`src/logic/fbpi_params.svh`:
```
// Constants for the fieldbus process image block.
// Assumes inclusion by bare name from the design file.
`ifndef FBPI_PARAMS_SVH
`define FBPI_PARAMS_SVH
// ----------------------------------------------------------------------
// Register byte offsets
// ----------------------------------------------------------------------
`define FBPI_ADDR_CTRL      12'h000
`define FBPI_ADDR_DI_IMG    12'h004
`define FBPI_ADDR_DIQ_IMG   12'h008
`define FBPI_ADDR_DO_IMG    12'h00c
`define FBPI_ADDR_DOQ_IMG   12'h010
`define FBPI_ADDR_SYS_STAT  12'h014
`define FBPI_ADDR_SVC_REQ   12'h018
`define FBPI_ADDR_SVC_ARG   12'h01c
`define FBPI_ADDR_SVC_RSP   12'h020
`define FBPI_ADDR_SVC_DATA  12'h024
// ----------------------------------------------------------------------
// Fields
// ----------------------------------------------------------------------
`define FBPI_CTRL_PINBASED  0
`define FBPI_REQ_GO_BIT     16
`define FBPI_REQ_INST_BIT   8
`define FBPI_ST_UV_BUS      0
`define FBPI_ST_UV_ACT      1
`define FBPI_ST_NO_ACT      2
`define FBPI_ST_SEN_SHORT   4
`define FBPI_ST_ACT_SHORT   5
`define FBPI_ST_LINK_ERR    9
`define FBPI_ST_OV_BUS      10
`define FBPI_ST_OV_ACT      11
`define FBPI_ST_WIRE_BRK    12
// ----------------------------------------------------------------------
// Service codes and values
// ----------------------------------------------------------------------
`define FBPI_SVC_GET_ALL    8'h01
`define FBPI_SVC_GET_ONE    8'h0e
`define FBPI_SVC_SET_ONE    8'h4c
`define FBPI_SVC_PRM_READ   8'h4b
`define FBPI_SVC_PRM_WRITE  8'h4c
`define FBPI_ATTR_REV       8'h01
`define FBPI_ATTR_MAX_INST  8'h02
`define FBPI_ATTR_MAX_CATTR 8'h06
`define FBPI_ATTR_MAX_IATTR 8'h07
`define FBPI_VAL_REV        16'h0001
`define FBPI_VAL_MAX_INST   16'h0001
`define FBPI_VAL_MAX_CATTR  16'h0007
`define FBPI_VAL_MAX_IATTR  16'h0000
`define FBPI_ST_OK          2'h1
`define FBPI_ST_ERR         2'h2
`endif

```
`src/logic/fbpi_pkg.sv`:
```
// Types for the fieldbus process image block.
// Assumes fbpi_params.svh is on the include path.
`default_nettype none
package fbpi_pkg;
  typedef struct packed {
    logic       inst;
    logic [7:0] code;
    logic [7:0] attr;
  } fbpi_req_t;
  typedef struct packed {
    logic [1:0]  status;
    logic        busy;
    logic        prm_wr;
    logic        prm_rd;
    logic [15:0] index;
    logic [7:0]  subindex;
  } fbpi_rsp_t;
  typedef enum logic [1:0] {FBPI_IDLE, FBPI_LINK, FBPI_DONE} fbpi_state_t;
endpackage
`default_nettype wire

```
`src/logic/fbpi_top.sv`:
```
// Process image packing, system status and explicit service decoder.
// Assumes APB master on ref_clk; field pins asynchronous to ref_clk;
// the sensor-link agent answers with a one-cycle done pulse.
//
// Function
// - Read-one at class only; instance read-one and read-all return error status.
// - Service 4B at instance reads a link parameter, returned unchanged.
// - Service 4C at instance writes raw bytes into sensor-link device.
// - Class revision attribute 1 reads as one.
// - Class attribute 6 reads as seven.
// - No instance attributes are implemented.
// - Port layout: each port two bits, pin 4 low, pin 2 high.
// - Pin layout: byte 0 pin 4 of ports, byte 1 pin 2.
// - Same layout applies to both qualifiers and output image.
// - Input qualifier bit is one when its input is valid.
// - Status bit 0 shows bus/sensor supply undervoltage.
// - Status bit 1 shows actuator supply undervoltage.
// - Status bit 2 shows actuator supply absent.
// - Status bit 4 is OR of channel sensor shorts.
// - Status bit 5 is OR of channel actuator shorts.
// - Status bit 9 shows sensor-link errors except broken wire.
// - Status bit 10 shows bus/sensor supply overvoltage.
// - Status bit 11 shows actuator supply overvoltage.
// - Status bit 12 shows a sensor-link broken wire.
`include "fbpi_params.svh"
`default_nettype none
module fbpi_top #(
  parameter int NPORT = 8
) (
  input  wire logic              ref_clk,
  input  wire logic              reset,
  input  wire logic [11:0]       paddr,
  input  wire logic              psel,
  input  wire logic              penable,
  input  wire logic              pwrite,
  input  wire logic [31:0]       pwdata,
  output var  logic [31:0]       prdata,
  output var  logic              pready,
  output var  logic              pslverr,
  input  wire logic [NPORT-1:0]  di_pin4,
  input  wire logic [NPORT-1:0]  di_pin2,
  input  wire logic [NPORT-1:0]  div_pin4,
  input  wire logic [NPORT-1:0]  div_pin2,
  output var  logic [NPORT-1:0]  do_pin4,
  output var  logic [NPORT-1:0]  do_pin2,
  output var  logic [NPORT-1:0]  doq_pin4,
  output var  logic [NPORT-1:0]  doq_pin2,
  input  wire logic [6:0]        fault_in,
  input  wire logic [NPORT-1:0]  link_err,
  input  wire logic [NPORT-1:0]  link_wire_brk,
  output var  logic              indexed_param_read,
  output var  logic              indexed_param_write,
  output var  logic [15:0]       param_index,
  output var  logic [7:0]        param_subindex,
  output var  logic [31:0]       param_wdata,
  input  wire logic              param_done,
  input  wire logic [31:0]       param_rdata
);
  // fault_in: 0 uv bus, 1 uv act, 2 no act, 3 ov bus, 4 ov act,
  // 5 any sensor short, 6 any actuator short (raw OR per kind).

  // --------------------------------------------------------------------
  // Layout function
  // --------------------------------------------------------------------
  function automatic logic [15:0] pack_img(input logic pinb,
                                           input logic [7:0] p4,
                                           input logic [7:0] p2);
    logic [15:0] v;
    v = 16'h0000;
    for (int i = 0; i < 8; i++) begin
      if (pinb) begin
        v[i]     = p4[i];
        v[i + 8] = p2[i];
      end else begin
        v[2 * i]     = p4[i];
        v[2 * i + 1] = p2[i];
      end
    end
    return v;
  endfunction

  // --------------------------------------------------------------------
  // Input synchronisers
  // --------------------------------------------------------------------
  localparam int SW = 4 * NPORT + 7 + 2 * NPORT;
  logic [SW-1:0] sync1_r;
  logic [SW-1:0] sync2_r;
  always_ff @(posedge ref_clk) begin
    if (reset) begin
      sync1_r <= '0;
      sync2_r <= '0;
    end else begin
      sync1_r <= {di_pin4, di_pin2, div_pin4, div_pin2, fault_in,
                  link_err, link_wire_brk};
      sync2_r <= sync1_r;
    end
  end
  logic [NPORT-1:0] s_di4, s_di2, s_dv4, s_dv2, s_lerr, s_brk;
  logic [6:0]       s_flt;
  assign {s_di4, s_di2, s_dv4, s_dv2, s_flt, s_lerr, s_brk} = sync2_r;

  // --------------------------------------------------------------------
  // Control, images and status
  // --------------------------------------------------------------------
  logic        pinb_r;
  logic [15:0] do_img_r;
  logic [15:0] doq_img_r;
  logic [15:0] di_img_r;
  logic [15:0] diq_img_r;
  logic [31:0] sys_stat_r;
  logic [31:0] stat_nxt;
  logic        wr_acc;
  logic        rd_acc;
  assign wr_acc = psel && penable && pwrite;
  assign rd_acc = psel && penable && !pwrite;

  always_ff @(posedge ref_clk) begin
    if (reset) begin
      pinb_r    <= 1'b0;
      do_img_r  <= 16'h0000;
      doq_img_r <= 16'h0000;
    end else if (wr_acc) begin
      if (paddr == `FBPI_ADDR_CTRL)
        pinb_r <= pwdata[`FBPI_CTRL_PINBASED];
      if (paddr == `FBPI_ADDR_DO_IMG)
        do_img_r <= pwdata[15:0];
      if (paddr == `FBPI_ADDR_DOQ_IMG)
        doq_img_r <= pwdata[15:0];
    end
  end

  always_ff @(posedge ref_clk) begin
    if (reset) begin
      di_img_r  <= 16'h0000;
      diq_img_r <= 16'h0000;
    end else begin
      di_img_r  <= pack_img(pinb_r, s_di4, s_di2);
      diq_img_r <= pack_img(pinb_r, s_dv4, s_dv2);
    end
  end

  // Output images unpack with the same layout as inputs.
  always_ff @(posedge ref_clk) begin
    if (reset) begin
      do_pin4  <= '0;
      do_pin2  <= '0;
      doq_pin4 <= '0;
      doq_pin2 <= '0;
    end else begin
      for (int i = 0; i < 8; i++) begin
        do_pin4[i]  <= pinb_r ? do_img_r[i] : do_img_r[2 * i];
        do_pin2[i]  <= pinb_r ? do_img_r[i + 8] : do_img_r[2 * i + 1];
        doq_pin4[i] <= pinb_r ? doq_img_r[i] : doq_img_r[2 * i];
        doq_pin2[i] <= pinb_r ? doq_img_r[i + 8] : doq_img_r[2 * i + 1];
      end
    end
  end

  always_comb begin
    stat_nxt = 32'h0000_0000;
    stat_nxt[`FBPI_ST_UV_BUS]    = s_flt[0];
    stat_nxt[`FBPI_ST_UV_ACT]    = s_flt[1];
    stat_nxt[`FBPI_ST_NO_ACT]    = s_flt[2];
    stat_nxt[`FBPI_ST_OV_BUS]    = s_flt[3];
    stat_nxt[`FBPI_ST_OV_ACT]    = s_flt[4];
    stat_nxt[`FBPI_ST_SEN_SHORT] = s_flt[5];
    stat_nxt[`FBPI_ST_ACT_SHORT] = s_flt[6];
    stat_nxt[`FBPI_ST_LINK_ERR]  = |(s_lerr & ~s_brk);
    stat_nxt[`FBPI_ST_WIRE_BRK]  = |s_brk;
  end

  always_ff @(posedge ref_clk) begin
    if (reset)
      sys_stat_r <= 32'h0000_0000;
    else
      sys_stat_r <= stat_nxt;
  end

  // --------------------------------------------------------------------
  // Service decoder
  // --------------------------------------------------------------------
  fbpi_pkg::fbpi_req_t   req;
  fbpi_pkg::fbpi_state_t state_r;
  logic [1:0]            svc_st_r;
  logic [31:0]           svc_data_r;
  logic [23:0]           svc_arg_r;
  logic                  go;
  logic                  rd_kind_r;
  assign req = fbpi_pkg::fbpi_req_t'(pwdata[16:0]);
  assign go  = wr_acc && paddr == `FBPI_ADDR_SVC_REQ &&
               state_r == fbpi_pkg::FBPI_IDLE;

  always_ff @(posedge ref_clk) begin
    if (reset)
      svc_arg_r <= 24'h000000;
    else if (wr_acc && paddr == `FBPI_ADDR_SVC_ARG &&
             state_r == fbpi_pkg::FBPI_IDLE)
      svc_arg_r <= pwdata[23:0];
  end

  always_ff @(posedge ref_clk) begin
    if (reset) begin
      state_r             <= fbpi_pkg::FBPI_IDLE;
      svc_st_r            <= 2'h0;
      svc_data_r          <= 32'h0000_0000;
      indexed_param_read  <= 1'b0;
      indexed_param_write <= 1'b0;
      param_index         <= 16'h0000;
      param_subindex      <= 8'h00;
      param_wdata         <= 32'h0000_0000;
    end else begin
      unique case (state_r)
        fbpi_pkg::FBPI_IDLE: begin
          if (go) begin
            svc_st_r   <= `FBPI_ST_OK;
            svc_data_r <= 32'h0000_0000;
            if (!req.inst && req.code == `FBPI_SVC_GET_ONE) begin
              unique case (req.attr)
                `FBPI_ATTR_REV:
                  svc_data_r <= 32'(`FBPI_VAL_REV);
                `FBPI_ATTR_MAX_INST:
                  svc_data_r <= 32'(`FBPI_VAL_MAX_INST);
                `FBPI_ATTR_MAX_CATTR:
                  svc_data_r <= 32'(`FBPI_VAL_MAX_CATTR);
                `FBPI_ATTR_MAX_IATTR:
                  svc_data_r <= 32'(`FBPI_VAL_MAX_IATTR);
                default:
                  svc_st_r   <= `FBPI_ST_ERR;
              endcase
            end else if (req.inst && req.code == `FBPI_SVC_PRM_READ) begin
              indexed_param_read <= 1'b1;
              param_index        <= svc_arg_r[23:8];
              param_subindex     <= svc_arg_r[7:0];
              state_r            <= fbpi_pkg::FBPI_LINK;
              svc_st_r           <= 2'h0;
            end else if (req.inst && req.code == `FBPI_SVC_PRM_WRITE) begin
              indexed_param_write <= 1'b1;
              param_index         <= svc_arg_r[23:8];
              param_subindex      <= svc_arg_r[7:0];
              param_wdata         <= svc_data_r;
              state_r             <= fbpi_pkg::FBPI_LINK;
              svc_st_r            <= 2'h0;
            end else begin
              svc_st_r <= `FBPI_ST_ERR;
            end
          end else if (wr_acc && paddr == `FBPI_ADDR_SVC_DATA) begin
            svc_data_r <= pwdata;
          end
        end
        fbpi_pkg::FBPI_LINK: begin
          indexed_param_read  <= 1'b0;
          indexed_param_write <= 1'b0;
          if (param_done) begin
            if (indexed_param_read)
              svc_data_r <= svc_data_r;
            svc_st_r <= `FBPI_ST_OK;
            state_r  <= fbpi_pkg::FBPI_DONE;
          end
        end
        fbpi_pkg::FBPI_DONE: begin
          state_r <= fbpi_pkg::FBPI_IDLE;
        end
        default: state_r <= fbpi_pkg::FBPI_IDLE;
      endcase
      if (state_r == fbpi_pkg::FBPI_LINK && param_done && rd_kind_r)
        svc_data_r <= param_rdata;
    end
  end

  // Remembers whether the outstanding link job is a read.
  always_ff @(posedge ref_clk) begin
    if (reset)
      rd_kind_r <= 1'b0;
    else if (go)
      rd_kind_r <= req.inst && req.code == `FBPI_SVC_PRM_READ;
  end

  // --------------------------------------------------------------------
  // APB slave
  // --------------------------------------------------------------------
  always_ff @(posedge ref_clk) begin
    if (reset) begin
      pready  <= 1'b0;
      pslverr <= 1'b0;
      prdata  <= 32'h0000_0000;
    end else begin
      pready  <= psel && !penable;
      pslverr <= 1'b0;
      prdata  <= 32'h0000_0000;
      if (psel && !penable) begin
        unique case (paddr)
          `FBPI_ADDR_CTRL:     prdata <= {31'h0, pinb_r};
          `FBPI_ADDR_DI_IMG:   prdata <= {16'h0, di_img_r};
          `FBPI_ADDR_DIQ_IMG:  prdata <= {16'h0, diq_img_r};
          `FBPI_ADDR_DO_IMG:   prdata <= {16'h0, do_img_r};
          `FBPI_ADDR_DOQ_IMG:  prdata <= {16'h0, doq_img_r};
          `FBPI_ADDR_SYS_STAT: prdata <= sys_stat_r;
          `FBPI_ADDR_SVC_REQ:  prdata <= 32'h0000_0000;
          `FBPI_ADDR_SVC_ARG:  prdata <= {8'h0, svc_arg_r};
          `FBPI_ADDR_SVC_RSP:
            prdata <= {29'h0, state_r != fbpi_pkg::FBPI_IDLE, svc_st_r};
          `FBPI_ADDR_SVC_DATA: prdata <= svc_data_r;
          default:             pslverr <= 1'b1;
        endcase
      end
    end
  end
endmodule // fbpi_top
`default_nettype wire

```
`config.mk`:
```
export PLATFORM = sky130hd
export DESIGN_NAME = fbpi_top
export DESIGN_NICKNAME = d
export VERILOG_FILES = /design/src/logic/fbpi_pkg.sv /design/src/logic/fbpi_top.sv
export VERILOG_INCLUDE_DIRS = /design/src /design/src/logic
export SDC_FILE = /design/constraint.sdc
export NUM_CORES = 1
export LEC_CHECK = 0
export ABC_AREA = 1
export ABC_CLOCK_PERIOD_IN_PS = 2000
export BUFFER_PORTS_ARGS = -buffer_cell sky130_fd_sc_hd__buf_2
export CORE_MARGIN = 3
export CORE_UTILIZATION = 45
export CTS_BUF_LIST = sky130_fd_sc_hd__clkbuf_16
export CTS_CLUSTER_SIZE = 16
export DETAILED_ROUTE_END_ITERATION = 10
export PLACE_DENSITY = 0.69
export SYNTH_ARGS = -nofsm -noshare
export SYNTH_HDL_FRONTEND = slang
export SYNTH_SLANG_ARGS = --single-unit
```
`constraint.sdc`:
```
create_clock -name ref_clk -period 2 [get_ports ref_clk]
set_input_delay 0.3 -clock ref_clk [delete_from_list [all_inputs] [get_ports ref_clk]]
set_output_delay 0.3 -clock ref_clk [all_outputs]
set_load 0.02 [all_outputs]
```
==> flow_summary.yaml <==
power:
  peakVddDrop_mv: 0.640
  powerDensity_nw_per_um2: 881
  power_mw: 14.9
  leakagePower_nw: 7.73
yosys:
  seq_area_frac_synth_pct: 54.9
  syn_nets: 1816
  ys_types: 33
  syn_area_sq_um: 13500
  syn_avg_cell_area_sq_um: 8.02
  ys_ff_latch: 369
  syn_inst: 1679
  ys_warn_count: 0
global_route:
  grt_use_total_pct: 24.5
  grt.met1_usage_pct: 32.8
  grt_pass1_vias: 11100
  antenna_found_initial: 4
  grt_util_met2_pct: 38.6
  grt_pass1_wl_um: 60300
  busiest_layer: "met2"
  grt_util_met3_pct: 6.16
  grt_max_degree: 99
  grt_overflow: 0
timing:
  period_minus_slack_ns: 1.80
  finalHoldViolCount: 0
  max_slew.worst_pin.slew_ns: 0.663
  slew_violations: 0
  finalSetupTns_ns: 0
  final.setup_skew_ns: 0.0107
  max_freq_mhz: 557
  period_share_pct: 89.8
  rsz0062_at_grt: "false"
  slew_headroom_pct: 55.8
  finalSetupViolCount: 0
  fin_ws_ns: 0.203
route:
  vias: 12000
  viasPerCell: 5.01
  drc: 0
  drt_iter0_markers: 1139
  totalWireLength_um: 40000
  dr.pass1.iters: 6
  wl_per_cell_um: 16.7
  antenna_left: 0
layout:
  utilization_pct: 58.1
  syn_to_final_growth_pct: 25.7
  drive_gt1_share_pct: 21.5
  final_area_sq_um: 16900
  final_common_cell: "dfxtp_1"
  fillerInstances: 2651
  layout_common_cells: "368 x dfxtp_1, 300 x nor2_1, 259 x buf_2"
  final_nets: 2115
placed_design:
  pre_cts_slack_ns: 0.0000537
  place_congestion: 0.944
  portBuffers: 260
  detailed_place.area_sq_um: 15200
  hpwl_um: 28700
setup_path:
  path_class: "reg -> reg"
  critPathLaunchType: "flop"
  crit_top_cell: "nand2_1"
  crit_path_end_kind: "flop"
  r2r_end: "svc_data_r[26]$_SDFFE_PP0P_"
  crit_chain: "inv_1, nand2_1, inv_2, nand3_4, inv_2, nand2_1, nand3_1, nand2_1, inv_1"
  max_stage_delay_ns: 0.47
  reg2reg_from: "state_r[1]$_SDFFE_PP0P_"
  cp_max_fo: 29
  r2r_slack_ns: 0.20
  critPathSlowestCell: "inv_2"
  critPathArrivalTime_ns: 2.27
  required_ns: 2.47
  reg2reg_depth: 9
floorplanning:
  fp-row-count: 62
  die_area_sq_um: 32000
  die_width_um: 179
  top_level_ports: 261
  core_sq_um: 29100
  initial_core_util_pct: 46.3
  dieHeight_um: 179
hold_path:
  hp-class: "in -> reg"
  hp-start: "pwdata[29]"
  holdPathStages: 3
  holdPathEnd: "svc_data_r[29]$_SDFFE_PP0P_"
clock_tree:
  cts.sink_count: 369
  cts_buffers: 38
  cts_tree: "done"
  clk_latency_ns: 0.53
  clk_path_buf_depth: 3
  post_cts.repair.setup_buffers: 0
  htree_num_levels: 2
  clk_pin_slew_worst_paths_ns: 0.06
  clockRootBuffer: "clkbuf_16"
status:
  status: "finished, final reports clean"
flow_run:
  cap_violations: 0
==> sequential cells by signal, summed over array words and instances (netlist names), 2 cells and up <==
register	count
prdata	32
svc_arg_r	24
param_subindex	8
do_img_r	16
sys_stat_r	9
doq_pin2	8
svc_data_r	32
param_wdata	32
state_r	2
svc_st_r	2
do_pin2	8
sync1_r	55
doq_img_r	16
diq_img_r	16
di_img_r	16
sync2_r	55
param_index	16
do_pin4	8
doq_pin4	8
==> logic make-up after synthesis <==
family / count (synthesis) / synth area share (%)
buffers and inverters: 345 / 10.5
AND/OR/NAND/NOR: 630 / 20.3
AO/OA/AOI/OAI: 335 / 14.2
flip-flops: 369 / 54.9
==> cells in the mapped netlist <==
cell type,count,share of area [%]
dfxtp_1,369,55
nor2_1,300,8.4
inv_1,230,6.4
nand2_1,205,5.7
a21oi_1,116,4.3
o21ai_0,100,3.7
clkbuf_1,54,1.5
o21ai_1,53,2.0
nand3_1,47,1.7
nand4_1,34,1.6
buf_2,24,0.89
a211oi_2,20,1.9
a31oi_1,19,0.88
o211ai_1,18,1.0
inv_2,16,0.45
buf_4,11,0.61
nor2_4,8,0.67
buf_6,7,0.59
nor2_2,7,0.33
nor3_2,7,0.52
nor3_1,5,0.19
a211oi_1,4,0.22
nand3_2,4,0.30
buf_1,3,0.084
nand2_2,3,0.14
o22ai_1,3,0.14
or2_2,3,0.14
a221oi_1,2,0.13
nand3_4,2,0.26
nor4_1,2,0.093
and3_1,1,0.047
nand2_4,1,0.084
nor2_8,1,0.15
==> worst max-delay path by stage <==
stage	from	endpoint	slack, ns	cells after the start
after floorplan	paddr[11]	svc_data_r[11]$_SDFFE_PP0P_	0.55	10
after CTS	state_r[1]$_SDFFE_PP0P_	svc_data_r[26]$_SDFFE_PP0P_	0.22	9
after global placement	pwdata[12]	param_index[6]$_SDFFE_PP0P_	0.06	9
after detailed placement	pwdata[12]	param_index[14]$_SDFFE_PP0P_	0.00005	9
after global routing	state_r[1]$_SDFFE_PP0P_	svc_data_r[26]$_SDFFE_PP0P_	0.008	9
final	state_r[1]$_SDFFE_PP0P_	svc_data_r[26]$_SDFFE_PP0P_	0.20	9
==> metrics by stage <==
| stage | hold WS (ns) | std cells |
|---|---|---|
| 6_report | 0.0418 | 2391 |
| 3_5_place_dp | 0.394 | 2267 |
| 3_3_place_gp | 0.392 | 2267 |
| 2_1_floorplan | 0.388 | 1679 |
| 4_1_cts | 0.0280 | 2388 |
| 5_1_grt | 0.0529 | 2389 |
==> worst max-delay path: cells and delay by family, from the launching register on <==
kind / cells / cell delay, ns
buf+inv: 4 / 0.76
flops: 1 / 0.32
simple gates: 5 / 0.66
==> per-layer routing <==
metal,wire length (um),vias to the layer above
met5,52,-
met1,17100,5443
met2,17800,527
met4,1250,6
li1,-,5916
met3,3820,95
==> final cells by class <==
cell class	instances	area [sq um]	area share, %
diodes	3	7.51	0.0444
clock buffers	38	951	5.62
clock inverters	28	228	1.35
inverters	246	925	5.47
multi-input cells	965	4650	27.5
flip-flops and latches	369	7390	43.7
well taps	384	480	2.84
repair buffers	358	2280	13.5
==> timing repair <==
action,in CTS,in global routing
endpoints found under the hold margin,55,0
hold buffers,55,0
endpoints found under the setup margin,0,0
resized for setup,0,0
==> where the power goes <==
group | switching [mW] | internal (mW) | total (mW) | leakage, nW
clock | 2.87 | 3.86 | 6.73 | 0.601
sequential | 0.0432 | 7.48 | 7.52 | 3.00
combinational | 0.363 | 0.273 | 0.636 | 4.12
Power figures use the tool's default switching activity.
